### src/tmg_regs.svh
// Descriptor field positions, encodings and answer codes for the thread message gateway
`ifndef TMG_REGS_SVH
`define TMG_REGS_SVH

`define TMG_DESC_W 17
`define TMG_SUB_MSB 2
`define TMG_SUB_LSB 0
`define TMG_ACK_BIT 14
`define TMG_NOTIFY_MSB 16
`define TMG_NOTIFY_LSB 15

`define TMG_SUB_OPEN 3'h0
`define TMG_SUB_CLOSE 3'h1
`define TMG_SUB_FORWARD 3'h2

`define TMG_NOTIFY_NONE 2'h0
`define TMG_NOTIFY_ZERO 2'h1
`define TMG_NOTIFY_TWO 2'h2

`define TMG_ERR_OK 2'h0
`define TMG_ERR_CLOSED 2'h1
`define TMG_ERR_BADFUNC 2'h2

`endif

### src/tmg_pkg.sv
// Types shared by the thread message gateway
package tmg_pkg;
	typedef enum logic [1:0] {ST_IDLE, ST_FWD, ST_ACK} tmg_state_e;
	typedef logic [2:0] tmg_sub_t;
	typedef logic [1:0] tmg_notify_t;
	typedef logic [1:0] tmg_err_t;
endpackage

### src/tmg_gateway.sv
// Thread message gateway: channel open/close table, forwarded writes, acknowledgements
`timescale 1ns/10ps
`default_nettype none
`include "tmg_regs.svh"

module tmg_gateway #(
	parameter int NUM_THREADS = 16,
	parameter int DATA_W = 32,
	parameter int OFF_W = 8,
	parameter bit LEGACY_NOTIFY = 1'b0
) (
	input wire logic clk, // 100 MHz clock
	input wire logic nrst, // Synchronous reset, active low
	input wire logic reqValid, // Request message offered
	output logic reqReady, // Gateway takes the request
	input wire logic [$clog2(NUM_THREADS)-1:0] reqThread, // Requester thread id
	input wire logic [`TMG_DESC_W-1:0] reqDesc, // Message descriptor
	input wire logic [$clog2(NUM_THREADS)-1:0] reqRecipient, // Recipient thread id
	input wire logic [OFF_W-1:0] reqOffset, // Register offset in recipient
	input wire logic [OFF_W-1:0] reqPostDest, // Requester post destination
	input wire logic [DATA_W-1:0] reqData, // Payload to be written
	output logic wbValid, // Writeback message offered
	input wire logic wbReady, // Register file takes the writeback
	output logic wbAck, // Writeback is an acknowledgement
	output logic [$clog2(NUM_THREADS)-1:0] wbThread, // Thread whose file is written
	output logic [OFF_W-1:0] wbOffset, // Register offset written
	output logic [DATA_W-1:0] wbData, // Data written
	output logic notifyZero, // Pulse: bump counter zero of notifyThread
	output logic notifyTwo, // Pulse: bump counter two of notifyThread
	output logic [$clog2(NUM_THREADS)-1:0] notifyThread // Thread to notify
);
	localparam int TID_W = $clog2(NUM_THREADS);

	// Refuse shapes the decode cannot serve
	generate
		if (NUM_THREADS < 2 || DATA_W < 2 || OFF_W < 1) begin : g_badParam
			$error("tmg_gateway: unsupported parameter values");
		end
	endgenerate

	tmg_pkg::tmg_state_e state_r, state_nxt;
	logic [NUM_THREADS-1:0] chanOpen_r, chanOpen_nxt;
	logic ackPend_r, ackPend_nxt;
	logic [TID_W-1:0] ackThread_r, ackThread_nxt;
	logic [OFF_W-1:0] ackDest_r, ackDest_nxt;
	tmg_pkg::tmg_notify_t notifySel_r, notifySel_nxt;
	logic wbAck_r, wbAck_nxt;
	logic [TID_W-1:0] wbThread_r, wbThread_nxt;
	logic [OFF_W-1:0] wbOffset_r, wbOffset_nxt;
	logic [DATA_W-1:0] wbData_r, wbData_nxt;
	logic notifyZero_r, notifyZero_nxt;
	logic notifyTwo_r, notifyTwo_nxt;
	logic [TID_W-1:0] notifyThread_r, notifyThread_nxt;

	// Descriptor decode; reserved bits 13:3 are not looked at
	tmg_pkg::tmg_sub_t reqSub;
	tmg_pkg::tmg_notify_t reqNotify;
	logic reqAck;
	logic reqFire;
	logic wbFire;
	assign reqSub = reqDesc[`TMG_SUB_MSB:`TMG_SUB_LSB];
	assign reqAck = reqDesc[`TMG_ACK_BIT];
	// Earlier variant carries only the low bit, mapped to counter zero
	assign reqNotify = LEGACY_NOTIFY ? {1'b0, reqDesc[`TMG_NOTIFY_LSB]} :
		reqDesc[`TMG_NOTIFY_MSB:`TMG_NOTIFY_LSB];
	assign reqFire = reqValid && reqReady;
	assign wbFire = wbValid && wbReady;

	// One request at a time; a stalled writeback holds off the next request
	assign reqReady = (state_r == tmg_pkg::ST_IDLE);
	assign wbValid = (state_r != tmg_pkg::ST_IDLE);
	assign wbAck = wbAck_r;
	assign wbThread = wbThread_r;
	assign wbOffset = wbOffset_r;
	assign wbData = wbData_r;
	assign notifyZero = notifyZero_r;
	assign notifyTwo = notifyTwo_r;
	assign notifyThread = notifyThread_r;

	// Next state of the gateway sequencer and channel table
	always_comb begin
		state_nxt = state_r;
		chanOpen_nxt = chanOpen_r;
		ackPend_nxt = ackPend_r;
		ackThread_nxt = ackThread_r;
		ackDest_nxt = ackDest_r;
		notifySel_nxt = notifySel_r;
		wbAck_nxt = wbAck_r;
		wbThread_nxt = wbThread_r;
		wbOffset_nxt = wbOffset_r;
		wbData_nxt = wbData_r;
		notifyZero_nxt = 1'b0;
		notifyTwo_nxt = 1'b0;
		notifyThread_nxt = notifyThread_r;
		unique case (state_r)
			tmg_pkg::ST_IDLE: begin
				if (reqFire) begin
					// Thread ids are global, so the execution unit never matters
					ackPend_nxt = reqAck;
					ackThread_nxt = reqThread;
					ackDest_nxt = reqPostDest;
					notifySel_nxt = `TMG_NOTIFY_NONE;
					// Ack flag only rises when an acknowledgement will really follow
					wbAck_nxt = reqAck;
					wbThread_nxt = reqThread;
					wbOffset_nxt = reqPostDest;
					wbData_nxt = {{(DATA_W-2){1'b0}}, `TMG_ERR_OK};
					state_nxt = reqAck ? tmg_pkg::ST_ACK : tmg_pkg::ST_IDLE;
					if (reqSub == `TMG_SUB_OPEN) begin
						chanOpen_nxt[reqThread] = 1'b1;
					end else if (reqSub == `TMG_SUB_CLOSE) begin
						chanOpen_nxt[reqThread] = 1'b0;
					end else if (reqSub == `TMG_SUB_FORWARD) begin
						if (chanOpen_r[reqRecipient]) begin
							// Deliver the payload first, acknowledge afterwards
							notifySel_nxt = reqNotify;
							wbAck_nxt = 1'b0;
							wbThread_nxt = reqRecipient;
							wbOffset_nxt = reqOffset;
							wbData_nxt = reqData;
							state_nxt = tmg_pkg::ST_FWD;
						end else begin
							// Closed recipient: write is dropped
							wbData_nxt = {{(DATA_W-2){1'b0}}, `TMG_ERR_CLOSED};
						end
					end else begin
						// No read or other service here, only an error answer
						wbData_nxt = {{(DATA_W-2){1'b0}}, `TMG_ERR_BADFUNC};
					end
				end
			end
			tmg_pkg::ST_FWD: begin
				if (wbFire) begin
					// Notify only once the data has landed; reserved code bumps nothing
					notifyZero_nxt = (notifySel_r == `TMG_NOTIFY_ZERO);
					notifyTwo_nxt = (notifySel_r == `TMG_NOTIFY_TWO);
					notifyThread_nxt = wbThread_r;
					wbAck_nxt = ackPend_r;
					wbThread_nxt = ackThread_r;
					wbOffset_nxt = ackDest_r;
					wbData_nxt = {{(DATA_W-2){1'b0}}, `TMG_ERR_OK};
					state_nxt = ackPend_r ? tmg_pkg::ST_ACK : tmg_pkg::ST_IDLE;
				end
			end
			tmg_pkg::ST_ACK: begin
				if (wbFire) begin
					wbAck_nxt = 1'b0;
					ackPend_nxt = 1'b0;
					state_nxt = tmg_pkg::ST_IDLE;
				end
			end
		endcase
	end

	// Register everything; all channels start closed
	always_ff @(posedge clk) begin
		if (!nrst) begin
			state_r <= tmg_pkg::ST_IDLE;
			chanOpen_r <= '0;
			ackPend_r <= 1'b0;
			ackThread_r <= '0;
			ackDest_r <= '0;
			notifySel_r <= `TMG_NOTIFY_NONE;
			wbAck_r <= 1'b0;
			wbThread_r <= '0;
			wbOffset_r <= '0;
			wbData_r <= '0;
			notifyZero_r <= 1'b0;
			notifyTwo_r <= 1'b0;
			notifyThread_r <= '0;
		end else begin
			state_r <= state_nxt;
			chanOpen_r <= chanOpen_nxt;
			ackPend_r <= ackPend_nxt;
			ackThread_r <= ackThread_nxt;
			ackDest_r <= ackDest_nxt;
			notifySel_r <= notifySel_nxt;
			wbAck_r <= wbAck_nxt;
			wbThread_r <= wbThread_nxt;
			wbOffset_r <= wbOffset_nxt;
			wbData_r <= wbData_nxt;
			notifyZero_r <= notifyZero_nxt;
			notifyTwo_r <= notifyTwo_nxt;
			notifyThread_r <= notifyThread_nxt;
		end
	end
endmodule
`default_nettype wire

### config.mk
export PLATFORM = sky130hd
export DESIGN_NAME = tmg_gateway
export DESIGN_NICKNAME = d
export VERILOG_FILES = /design/src/tmg_pkg.sv /design/src/tmg_gateway.sv
export VERILOG_INCLUDE_DIRS = /design/src
export SDC_FILE = /design/constraint.sdc
export NUM_CORES = 1
export LEC_CHECK = 0
export ABC_CLOCK_PERIOD_IN_PS = 1800
export CELL_PAD_IN_SITES_DETAIL_PLACEMENT = 0
export CELL_PAD_IN_SITES_GLOBAL_PLACEMENT = 1
export CORE_MARGIN = 8
export CORE_UTILIZATION = 41
export DETAILED_ROUTE_END_ITERATION = 16
export DONT_BUFFER_PORTS = 1
export PLACE_DENSITY_LB_ADDON = 0.25
export SYNTH_ARGS = -nofsm -noshare
export SYNTH_HDL_FRONTEND = slang
export SYNTH_SLANG_ARGS = --single-unit
### constraint.sdc
create_clock -name clk -period 1.8 [get_ports clk]
set_input_delay 0.36 -clock clk [delete_from_list [all_inputs] [get_ports clk]]
set_output_delay 0.36 -clock clk [all_outputs]
set_load 0.1 [all_outputs]
==> results of run 1 <==
-- final cells by class --
cell class                 instances  area (um2)  share of cell area, %
timing repair buffer              80         696                   14.6
tap                              108         135                   2.83
multi-input combinational        304        2010                   42.1
clock inverter                     5        83.8                   1.76
clock buffer                      10         149                   3.12
sequential                        83        1670                   35.0
inverter                           6        28.8                  0.604
-- Yosys cell counts (2+ instances only) --
cell | instances | area [um2]
and3_4 | 2 | 22.5
nor4_1 | 3 | 18.8
a22o_1 | 30 | 263
nor2_1 | 29 | 109
inv_1 | 6 | 22.5
nand3_1 | 26 | 130
and2_1 | 2 | 12.5
nor3_1 | 8 | 40.0
dfxtp_1 | 83 | 1660
and3b_1 | 2 | 17.5
a21oi_1 | 42 | 210
clkbuf_1 | 19 | 71.3
and4_1 | 2 | 17.5
ha_1 | 3 | 37.5
buf_1 | 5 | 18.8
o21ai_1 | 12 | 60.1
nand4_1 | 2 | 12.5
buf_2 | 3 | 15.0
nand2b_1 | 2 | 12.5
buf_6 | 6 | 67.6
mux2i_1 | 28 | 280
mux4_2 | 2 | 45.0
mux2_2 | 2 | 22.5
nand2_1 | 72 | 270
nor3b_1 | 3 | 22.5
nor3_2 | 5 | 50.1
nor2b_1 | 4 | 25.0
o21ai_0 | 3 | 15.0
-- timing repair --
action                                  4_1_cts  5_1_grt
pin swaps                                     2        7
endpoints found under the setup margin       31       58
setup buffers                                 0        4
gates cloned                                  1        1
gates resized for setup                       4       12
-- per-layer routing --
| layer | vias up | global-route usage [%] | part of all wire [%] |
|---|---|---|---|
| met3 | 4 | 8.87 | 9.7 |
| met4 | 0 | 3.20 | 0.64 |
| met5 | - | 0 | 0 |
| li1 | 1622 | - | - |
| met2 | 96 | 26.9 | 48 |
| met1 | 1448 | 18.5 | 42 |
-- logic make-up (layout without fill, tap and decap cells) --
family,Yosys count,count (layout)
compound gates,99,99
fa+ha+maj,3,3
buf+inv,40,101
flops,83,83
mux,32,32
simple gates,168,170
-- power by group through the flow --
stage	Sequential, mW	Combinational (mW)	Clock, mW
2_1_floorplan	2.29	0.428	0
3_3_place_gp	1.98	0.892	0
3_5_place_dp	1.99	0.900	0
4_1_cts	1.94	0.918	1.60
5_1_grt	1.95	0.993	1.69
6_report	1.94	0.941	1.55
-- stage by stage --
stage / total power [mW] / area [um2] / TNS [ps] / cells
after global routing: 4.63 / 4770 / -1850 / 596
after global placement: 2.88 / 4400 / -664 / 575
after floorplan: 2.72 / 3930 / -10990 / 425
final: 4.44 / 4770 / -341 / 596
after CTS: 4.46 / 4660 / -20.4 / 591
after detailed placement: 2.89 / 4400 / -829 / 575
-- how the worst min path moves through the flow --
| stage | start | end | slack (ps) | cells past startpoint |
|---|---|---|---|---|
| final | reqData[29] | wbData[29] | 130 | 1 |
| after global routing | reqData[29] | wbData[29] | 90 | 1 |
| after CTS | reqData[29] | wbData[29] | 110 | 1 |
| after detailed placement | notifySel_r[1] | notifyZero | 430 | 1 |
| after global placement | notifySel_r[1] | notifyZero | 420 | 1 |
| after floorplan | notifySel_r[0] | notifyTwo | 410 | 1 |
==> results.sh, run 1 <==
export IMPL_area_growth_pct=28.2
export IMPL_die_h_um=111
export IMPL_synth_edf_count=0
export IMPL_gp_congestion=0.789
export IMPL_p_clk_share_pct=35.0
export IMPL_grt_first_pass_wirelength_mm=16.4
export IMPL_outcome="finished, violations left"
export IMPL_drtIter0Drc=219
export IMPL_numCtsBuffers=9
export IMPL_critPathCapture="wbData[24]"
export IMPL_die_x_um=111
export IMPL_drive_gt1_share_pct=28.1
export IMPL_cp_arrival_ps=2090
export IMPL_crit_buf_inv=1
export IMPL_dp_hpwl_mm=7.55
export IMPL_vias=3170
export IMPL_dp_slack_ps=-43.4
export IMPL_finalCritPeriodShare_pct=102
export IMPL_dieArea_mm2=0.0124
export IMPL_synthMuxAreaShare_pct=9.35
export IMPL_synthSimpleGateAreaFrac_pct=21.7
export IMPL_cts_buffer_depth=2
export IMPL_ys_warn_count=0
export IMPL_setup_viol=30
export IMPL_synthAdderAreaFrac_pct=1.01
export IMPL_critical_path_class="register to register"
export IMPL_synth_xor_area_share_pct=0
export IMPL_rrSetupSlack_ps=-30
export IMPL_crit_cells=6
export IMPL_p_sw_mw=1.39
export IMPL_violations="setup timing"
export IMPL_clkTransAtPathRegs_ps=90
export IMPL_synth_cell_type_count=47
export IMPL_ys_dominant_reg_cell="dfxtp_1"
export IMPL_fin_skew_ps=11.6
export IMPL_p_int_mw=3.04
export IMPL_grt_antenna_before_repair=0
export IMPL_worstMarginPinSlew_ps=516
export IMPL_p_sw_share_pct=31.4
export IMPL_cts_hold_buf=0
export IMPL_port_buffers=0
export IMPL_synth_top_family_by_area="simple AND/OR/NAND/NOR gates"
export IMPL_fmax_ghz=0.545
export IMPL_drcViolationCount=0
export IMPL_synthArstFlopShare_pct=0
export IMPL_floorplan_core_area_mm2=0.00876
export IMPL_maxCapViolCount=0
export IMPL_nets=564
export IMPL_crit_chain="mux4_2 -> or2_4 -> a22oi_4 -> buf_12 -> nor2_4 -> a22o_1"
export IMPL_final_common_cell="dfxtp_1"
export IMPL_io_pins=130
export IMPL_drt_vias_per_instance=5.32
export IMPL_start_kind="register"
export IMPL_grt_usage_pct=16.4
export IMPL_rows=34
export IMPL_final_antenna_net_count=0
export IMPL_final_core_util_pct=54.4
export IMPL_clkSinkCount=83
export IMPL_critPathMaxStageDelay_ps=450
export IMPL_clock_latency_ps=360
export IMPL_slew_viol_final=0
export IMPL_period_minus_slack_ps=1830
export IMPL_path_max_fanout=7
export IMPL_ys_seq_area_share_pct=44.7
export IMPL_hold_class="primary input to register"
export IMPL_cts_root_buf="clkbuf_8"
export IMPL_synth_compound_area_share_pct=17.9
export IMPL_hold_ws_ps=125
export IMPL_reg2reg_to="wbData[24]"
export IMPL_n_antenna_cell=0
export IMPL_fin_ws_ps=-33.4
export IMPL_peakVddDrop_mv=0.477
export IMPL_synthCells=425
export IMPL_syn_area_per_cell_um2=8.75
export IMPL_h_tree_depth=3
export IMPL_cp_end_kind="register"
export IMPL_pwr_share_seq_pct=43.8
export IMPL_netlist_area_mm2=0.00372
export IMPL_crit_family="compound AO/OA/AOI/OAI gates"
export IMPL_combPwrFrac_pct=21.2
export IMPL_wire_per_inst_um=17.8
export IMPL_first_pass_iters=4
export IMPL_rsz0062_at_grt="true"
export IMPL_crit_required_ps=2050
export IMPL_drt_total_wl_mm=10.6
export IMPL_ys_ff_latch=83
export IMPL_nFillCells=818
export IMPL_final_hold_viol_count=0
export IMPL_overflow=0
export IMPL_max_slew_margin_pct=65.5
export IMPL_start_util_pct=42.4
export IMPL_syn_nets=505
export IMPL_cts_tree="built"
export IMPL_powerDensity_mw_per_mm2=931
export IMPL_final_cell_mix="dfxtp_1, nand2_1, buf_4"
export IMPL_grt_pass1_vias=3100
export IMPL_p_leak_nw=1.85
export IMPL_grt_max_degree=43
export IMPL_r2r_cells=6
export IMPL_slowest_stage="mux4_2"
Note: power is estimated with default switching activity, not from simulation.
==> inputs of run 2 (changes only) <==
--- a/config.mk
+++ b/config.mk
@@ -6,14 +6,14 @@
 export SDC_FILE = /design/constraint.sdc
 export NUM_CORES = 1
 export LEC_CHECK = 0
-export ABC_CLOCK_PERIOD_IN_PS = 1800
 export CELL_PAD_IN_SITES_DETAIL_PLACEMENT = 0
 export CELL_PAD_IN_SITES_GLOBAL_PLACEMENT = 1
 export CORE_MARGIN = 8
-export CORE_UTILIZATION = 41
+export CORE_UTILIZATION = 45
 export DETAILED_ROUTE_END_ITERATION = 16
 export DONT_BUFFER_PORTS = 1
 export PLACE_DENSITY_LB_ADDON = 0.25
+export SKIP_LAST_GASP = 1
 export SYNTH_ARGS = -nofsm -noshare
 export SYNTH_HDL_FRONTEND = slang
 export SYNTH_SLANG_ARGS = --single-unit
==> constraint.sdc (replaced) <==
create_clock -name clk -period 2.35 [get_ports clk]
set_input_delay 0.47 -clock clk [delete_from_list [all_inputs] [get_ports clk]]
set_output_delay 0.47 -clock clk [all_outputs]
set_load 0.1 [all_outputs]
==> results.sh, run 2 (same netlist as run 1, synthesis figures left out) <==
export IMPL_outcome="completed"
export IMPL_grt_max_degree=38
export IMPL_cts_tree="built"
export IMPL_wl_met1_mm=4.11
export IMPL_rrSetupSlack_ps=240
export IMPL_peakVddDrop_mv=0.278
export IMPL_critical_path_class="register to output port"
export IMPL_maxCapViolCount=0
export IMPL_floorplan_core_area_mm2=0.00813
export IMPL_area_growth_pct=18.9
export IMPL_dr_wl_met3_um=992
export IMPL_clkTransAtPathRegs_ps=90
export IMPL_cp_arrival_ps=1770
export IMPL_cts_buffer_depth=2
export IMPL_overflow=0
export IMPL_p_sw_share_pct=32.9
export IMPL_grt_pass1_vias=3142
export IMPL_hold_class="primary input to register"
export IMPL_r2r_cells=9
export IMPL_setup_viol=0
export IMPL_drtIter0Drc=134
export IMPL_highest_layer="met4"
export IMPL_pwr_share_seq_pct=46.5
export IMPL_final_cell_mix="dfxtp_1, nand2_1, buf_4"
export IMPL_timing_rr_start="wbAck"
export IMPL_reg2reg_to="wbOffset[6]"
export IMPL_wire_per_inst_um=17.0
export IMPL_grt_usage_pct=17.1
export IMPL_p_clk_share_pct=33.6
export IMPL_drive_gt1_share_pct=22.2
export IMPL_met2_length_mm=4.61
export IMPL_powerDensity_mw_per_mm2=724
export IMPL_path_max_fanout=6
export IMPL_combPwrFrac_pct=19.9
export IMPL_layoutNonFillerInstCount=579
export IMPL_cts_hold_buf=0
export IMPL_vias=3141
export IMPL_crit_top_cell="buf_4"
export IMPL_drcViolationCount=0
export IMPL_n_antenna_cell=0
export IMPL_grt_antenna_before_repair=0
export IMPL_p_int_mw=2.15
export IMPL_die_h_um=107
export IMPL_cp_end_kind="output port"
export IMPL_io_pins=130
export IMPL_tns_ps=0
export IMPL_grt_first_pass_wirelength_mm=15.8
export IMPL_fin_skew_ps=10.0
export IMPL_slowest_stage="dfxtp_4"
export IMPL_rows=33
export IMPL_finalCritPeriodShare_pct=95.2
export IMPL_h_tree_depth=3
export IMPL_slew_viol_final=0
export IMPL_drt_vias_per_instance=5.42
export IMPL_cts_root_buf="clkbuf_8"
export IMPL_crit_required_ps=1880
export IMPL_crit_family="buffers and inverters"
export IMPL_clock_latency_ps=350
export IMPL_final_common_cell="dfxtp_1"
export IMPL_hold_depth=1
export IMPL_startpoint="wbAck"
export IMPL_drt_total_wl_mm=9.82
export IMPL_cts_resized=0
export IMPL_first_pass_iters=4
export IMPL_postCtsSetupBuffers=0
export IMPL_start_util_pct=45.7
export IMPL_nets=549
export IMPL_rsz0062_at_grt="false"
export IMPL_clkSinkCount=83
export IMPL_p_sw_mw=1.05
export IMPL_final_hold_viol_count=0
export IMPL_dieArea_mm2=0.0114
export IMPL_p_leak_nw=1.72
export IMPL_max_slew_margin_pct=57.4
export IMPL_fmax_ghz=0.447
export IMPL_die_x_um=107
export IMPL_placed_cells=563
export IMPL_critPathMaxStageDelay_ps=350
export IMPL_crit_buf_inv=4
export IMPL_port_buffers=0
export IMPL_nFillCells=791
export IMPL_period_minus_slack_ps=2240
export IMPL_crit_chain="inv_1 -> ha_4 -> buf_4 -> clkinvlp_4 -> buf_4"
export IMPL_numCtsBuffers=9
export IMPL_worstMarginPinSlew_ps=638
export IMPL_min_delay_start="reqData[6]"
export IMPL_start_kind="register"
export IMPL_final_antenna_net_count=0
export IMPL_gp_congestion=0.799
export IMPL_dp_hpwl_mm=7.39
export IMPL_holdPathEnd="wbData[6]"
[run 2: changes by cell type in the layout (fill, tap and decap cells not counted), sizes merged]
cell / previous run / this run
inv: 6 / 7
clkinv: 1 / 2
buf: 80 / 67
bufinv: 2 / 1
nor2: 32 / 30
[run 2: worst reg2reg max path, delay by kind of cell (launching register included)]
kind	cells	cell delay (ps)
DFF	1	350
buffers and inverters	3	700
and+or+nand+nor	2	420
AOI/OAI and AO/OA	3	390
adders and majority gates	1	150
[run 2: final cells by class]
type                    count  area (um2)  share of cell area [%]
clock buffers              10         138                    3.11
flip-flops and latches     83        1670                    37.7
repair buffers             67         503                    11.4
multi-input cells         302        1880                    42.6
inverters                   6        26.3                   0.594
clock inverters             6        72.6                    1.64
well taps                 105         131                    2.97
[run 2: power by group through the flow]
stage                     Sequential, mW  Combinational (mW)  Clock (mW)
after floorplan                     1.75               0.285           0
final                               1.49               0.637        1.07
after CTS                           1.49               0.641        1.11
after global placement              1.52               0.634           0
after global routing                1.49               0.681        1.17
after detailed placement            1.52               0.640           0
[run 2: worst max path at each step]
stage | cells past startpoint | end | slack [ps]
3_3_place_gp | 6 | wbData[5] | 30
2_1_floorplan | 7 | register | 30
6_report | 5 | wbValid | 110
3_5_place_dp | 6 | wbData[21] | 10
5_1_grt | 5 | wbValid | 30
4_1_cts | 6 | wbData[21] | 50
[run 2: routing by layer]
layer  global-route usage (%)  vias to the layer above
met5                        0                        -
met2                     28.8                       93
met4                     4.52                        0
met1                     19.8                     1453
li1                         -                     1586
met3                     6.66                        9
[run 2: per-stage QoR]
stage / setup WS (ps) / cell area (um2) / hold WS, ps / utilization, % / total power [mW]
after floorplan: 31.1 / 3740 / 410 / - / 2.04
after global placement: 29.2 / 4210 / 425 / 51.7 / 2.15
after detailed placement: 11.3 / 4210 / 437 / 51.7 / 2.16
after CTS: 48.0 / 4420 / 222 / 54.3 / 3.24
after global routing: 27.0 / 4420 / 218 / 54.3 / 3.34
final: 113 / 4420 / 239 / 54.3 / 3.20
==> inputs of run 3 (changes only) <==
--- a/config.mk
+++ b/config.mk
@@ -9,7 +9,7 @@
 export CELL_PAD_IN_SITES_DETAIL_PLACEMENT = 0
 export CELL_PAD_IN_SITES_GLOBAL_PLACEMENT = 1
 export CORE_MARGIN = 8
-export CORE_UTILIZATION = 45
+export CORE_UTILIZATION = 49
 export DETAILED_ROUTE_END_ITERATION = 16
 export DONT_BUFFER_PORTS = 1
 export PLACE_DENSITY_LB_ADDON = 0.25
@@ -17,3 +17,4 @@
 export SYNTH_ARGS = -nofsm -noshare
 export SYNTH_HDL_FRONTEND = slang
 export SYNTH_SLANG_ARGS = --single-unit
+export TNS_END_PERCENT = 20
==> results.sh, run 3 (same netlist as run 1, synthesis figures left out) <==
export IMPL_outcome="completed"
export IMPL_combPwrFrac_pct=20.2
export IMPL_vias=3169
export IMPL_crit_required_ps=2640
export IMPL_hold_class="primary input to register"
export IMPL_hold_depth=1
export IMPL_placed_cells=557
export IMPL_wire_per_inst_um=17.7
export IMPL_start_kind="register"
export IMPL_h_tree_depth=3
export IMPL_pwr_share_seq_pct=46.3
export IMPL_start_util_pct=51.0
export IMPL_p_sw_mw=1.06
export IMPL_slew_viol_final=0
export IMPL_cts_tree="built"
export IMPL_reg2reg_to="wbData[16]"
export IMPL_maxCapViolCount=0
export IMPL_port_buffers=0
export IMPL_cp_arrival_ps=2270
export IMPL_fin_skew_ps=9.00
export IMPL_p_int_mw=2.15
export IMPL_dp_slack_ps=-39.9
export IMPL_drcViolationCount=0
export IMPL_dp_hpwl_mm=7.32
export IMPL_n_antenna_cell=0
export IMPL_fin_ws_ps=369
export IMPL_powerDensity_mw_per_mm2=725
export IMPL_p_sw_share_pct=33.0
export IMPL_grt_pass1_vias=3015
export IMPL_crit_chain="inv_1 -> ha_1 -> and3b_1 -> nand3_1 -> nor2_4 -> a22o_1"
export IMPL_final_seq_area_mm2=0.00167
export IMPL_place_area_mm2=0.00421
export IMPL_critical_path_class="register to register"
export IMPL_first_pass_iters=4
export IMPL_gp_congestion=0.784
export IMPL_peakVddDrop_mv=0.347
export IMPL_finalCritPeriodShare_pct=84.3
export IMPL_final_core_util_pct=60.7
export IMPL_rows=31
export IMPL_tns_ps=0
export IMPL_period_minus_slack_ps=1980
export IMPL_clkSinkCount=83
export IMPL_crit_family="simple AND/OR/NAND/NOR gates"
export IMPL_dieArea_mm2=0.0106
export IMPL_worstMarginPinSlew_ps=646
export IMPL_p_clk_share_pct=33.6
export IMPL_crit_buf_inv=1
export IMPL_drt_vias_per_instance=5.53
export IMPL_holdPathEnd="wbData[31]"
export IMPL_fmax_ghz=0.505
export IMPL_grt_max_degree=43
export IMPL_clkTransAtPathRegs_ps=90
export IMPL_die_x_um=103
export IMPL_layoutNonFillerInstCount=573
export IMPL_area_growth_pct=19.0
export IMPL_slowest_stage="nor2_4"
export IMPL_numCtsBuffers=9
export IMPL_final_hold_viol_count=0
export IMPL_startpoint="wbAck"
export IMPL_grt_antenna_before_repair=0
export IMPL_rrSetupSlack_ps=370
export IMPL_cp_end_kind="register"
export IMPL_drive_gt1_share_pct=22.2
export IMPL_min_delay_start="reqData[31]"
export IMPL_cts_root_buf="clkbuf_8"
export IMPL_grt_first_pass_wirelength_mm=15.7
export IMPL_fin_area_mm2=0.00443
export IMPL_setup_viol=0
export IMPL_floorplan_core_area_mm2=0.00729
export IMPL_die_h_um=103
export IMPL_clock_latency_ps=360
export IMPL_io_pins=130
export IMPL_final_antenna_net_count=0
export IMPL_overflow=0
export IMPL_nets=549
export IMPL_multi_input_area_mm2=0.00188
export IMPL_nFillCells=650
export IMPL_p_leak_nw=1.72
export IMPL_rsz0062_at_grt="false"
export IMPL_drt_total_wl_mm=10.1
export IMPL_total_power_mw=3.21
export IMPL_path_max_fanout=30
export IMPL_final_common_cell="dfxtp_1"
export IMPL_max_slew_margin_pct=56.9
export IMPL_timing_rr_start="wbAck"
export IMPL_r2r_cells=6
export IMPL_cts_buffer_depth=2
export IMPL_cts_hold_buf=0
export IMPL_critPathMaxStageDelay_ps=530
export IMPL_hold_ws_ps=233
export IMPL_grt_usage_pct=19.2
export IMPL_drtIter0Drc=101
export IMPL_final_cell_mix="dfxtp_1, nand2_1, buf_4"
run 3: cell types whose count changed in the layout (fill, tap and decap cells not counted), sizes merged:
cell	change
clkinv	+1
inv	-1
run 3: routing by layer:
metal	track usage (%)	vias to the layer above	share of wire [%]
li1	-	1584	-
met1	22.2	1471	41
met2	31.6	105	47
met3	6.62	9	11
met4	8.23	0	1.2
met5	0	-	0
run 3: power by group through the flow:
stage               clock network [mW]  logic (mW)  registers (mW)
detailed placement                   0       0.647            1.52
finish                            1.08       0.647            1.48
global route                      1.15       0.685            1.49
global placement                     0       0.640            1.52
floorplan                            0       0.285            1.75
CTS                               1.10       0.648            1.49
run 3: worst max-delay path by stage:
stage,to,slack [ps],cells past startpoint
floorplan,register,30,7
global placement,wbData[9],3,6
detailed placement,wbData[30],-40,6
CTS,wbData[16],30,6
global route,wbData[16],240,6
finish,wbData[16],370,6
run 3: cell type report:
class / count / area share [%]
multi-input cells: 302 / 42.6
flip-flops and latches: 83 / 37.6
clock inverters: 6 / 1.64
repair buffers: 67 / 11.6
clock buffers: 10 / 3.11
inverters: 6 / 0.594
well taps: 99 / 2.80
run 3: what timing repair did:
action                                  in CTS  in global routing
endpoints found under the setup margin       0                 30
endpoints found under the hold margin        0                  0
buffers inserted                             0                  0
resized for setup                            0                  1
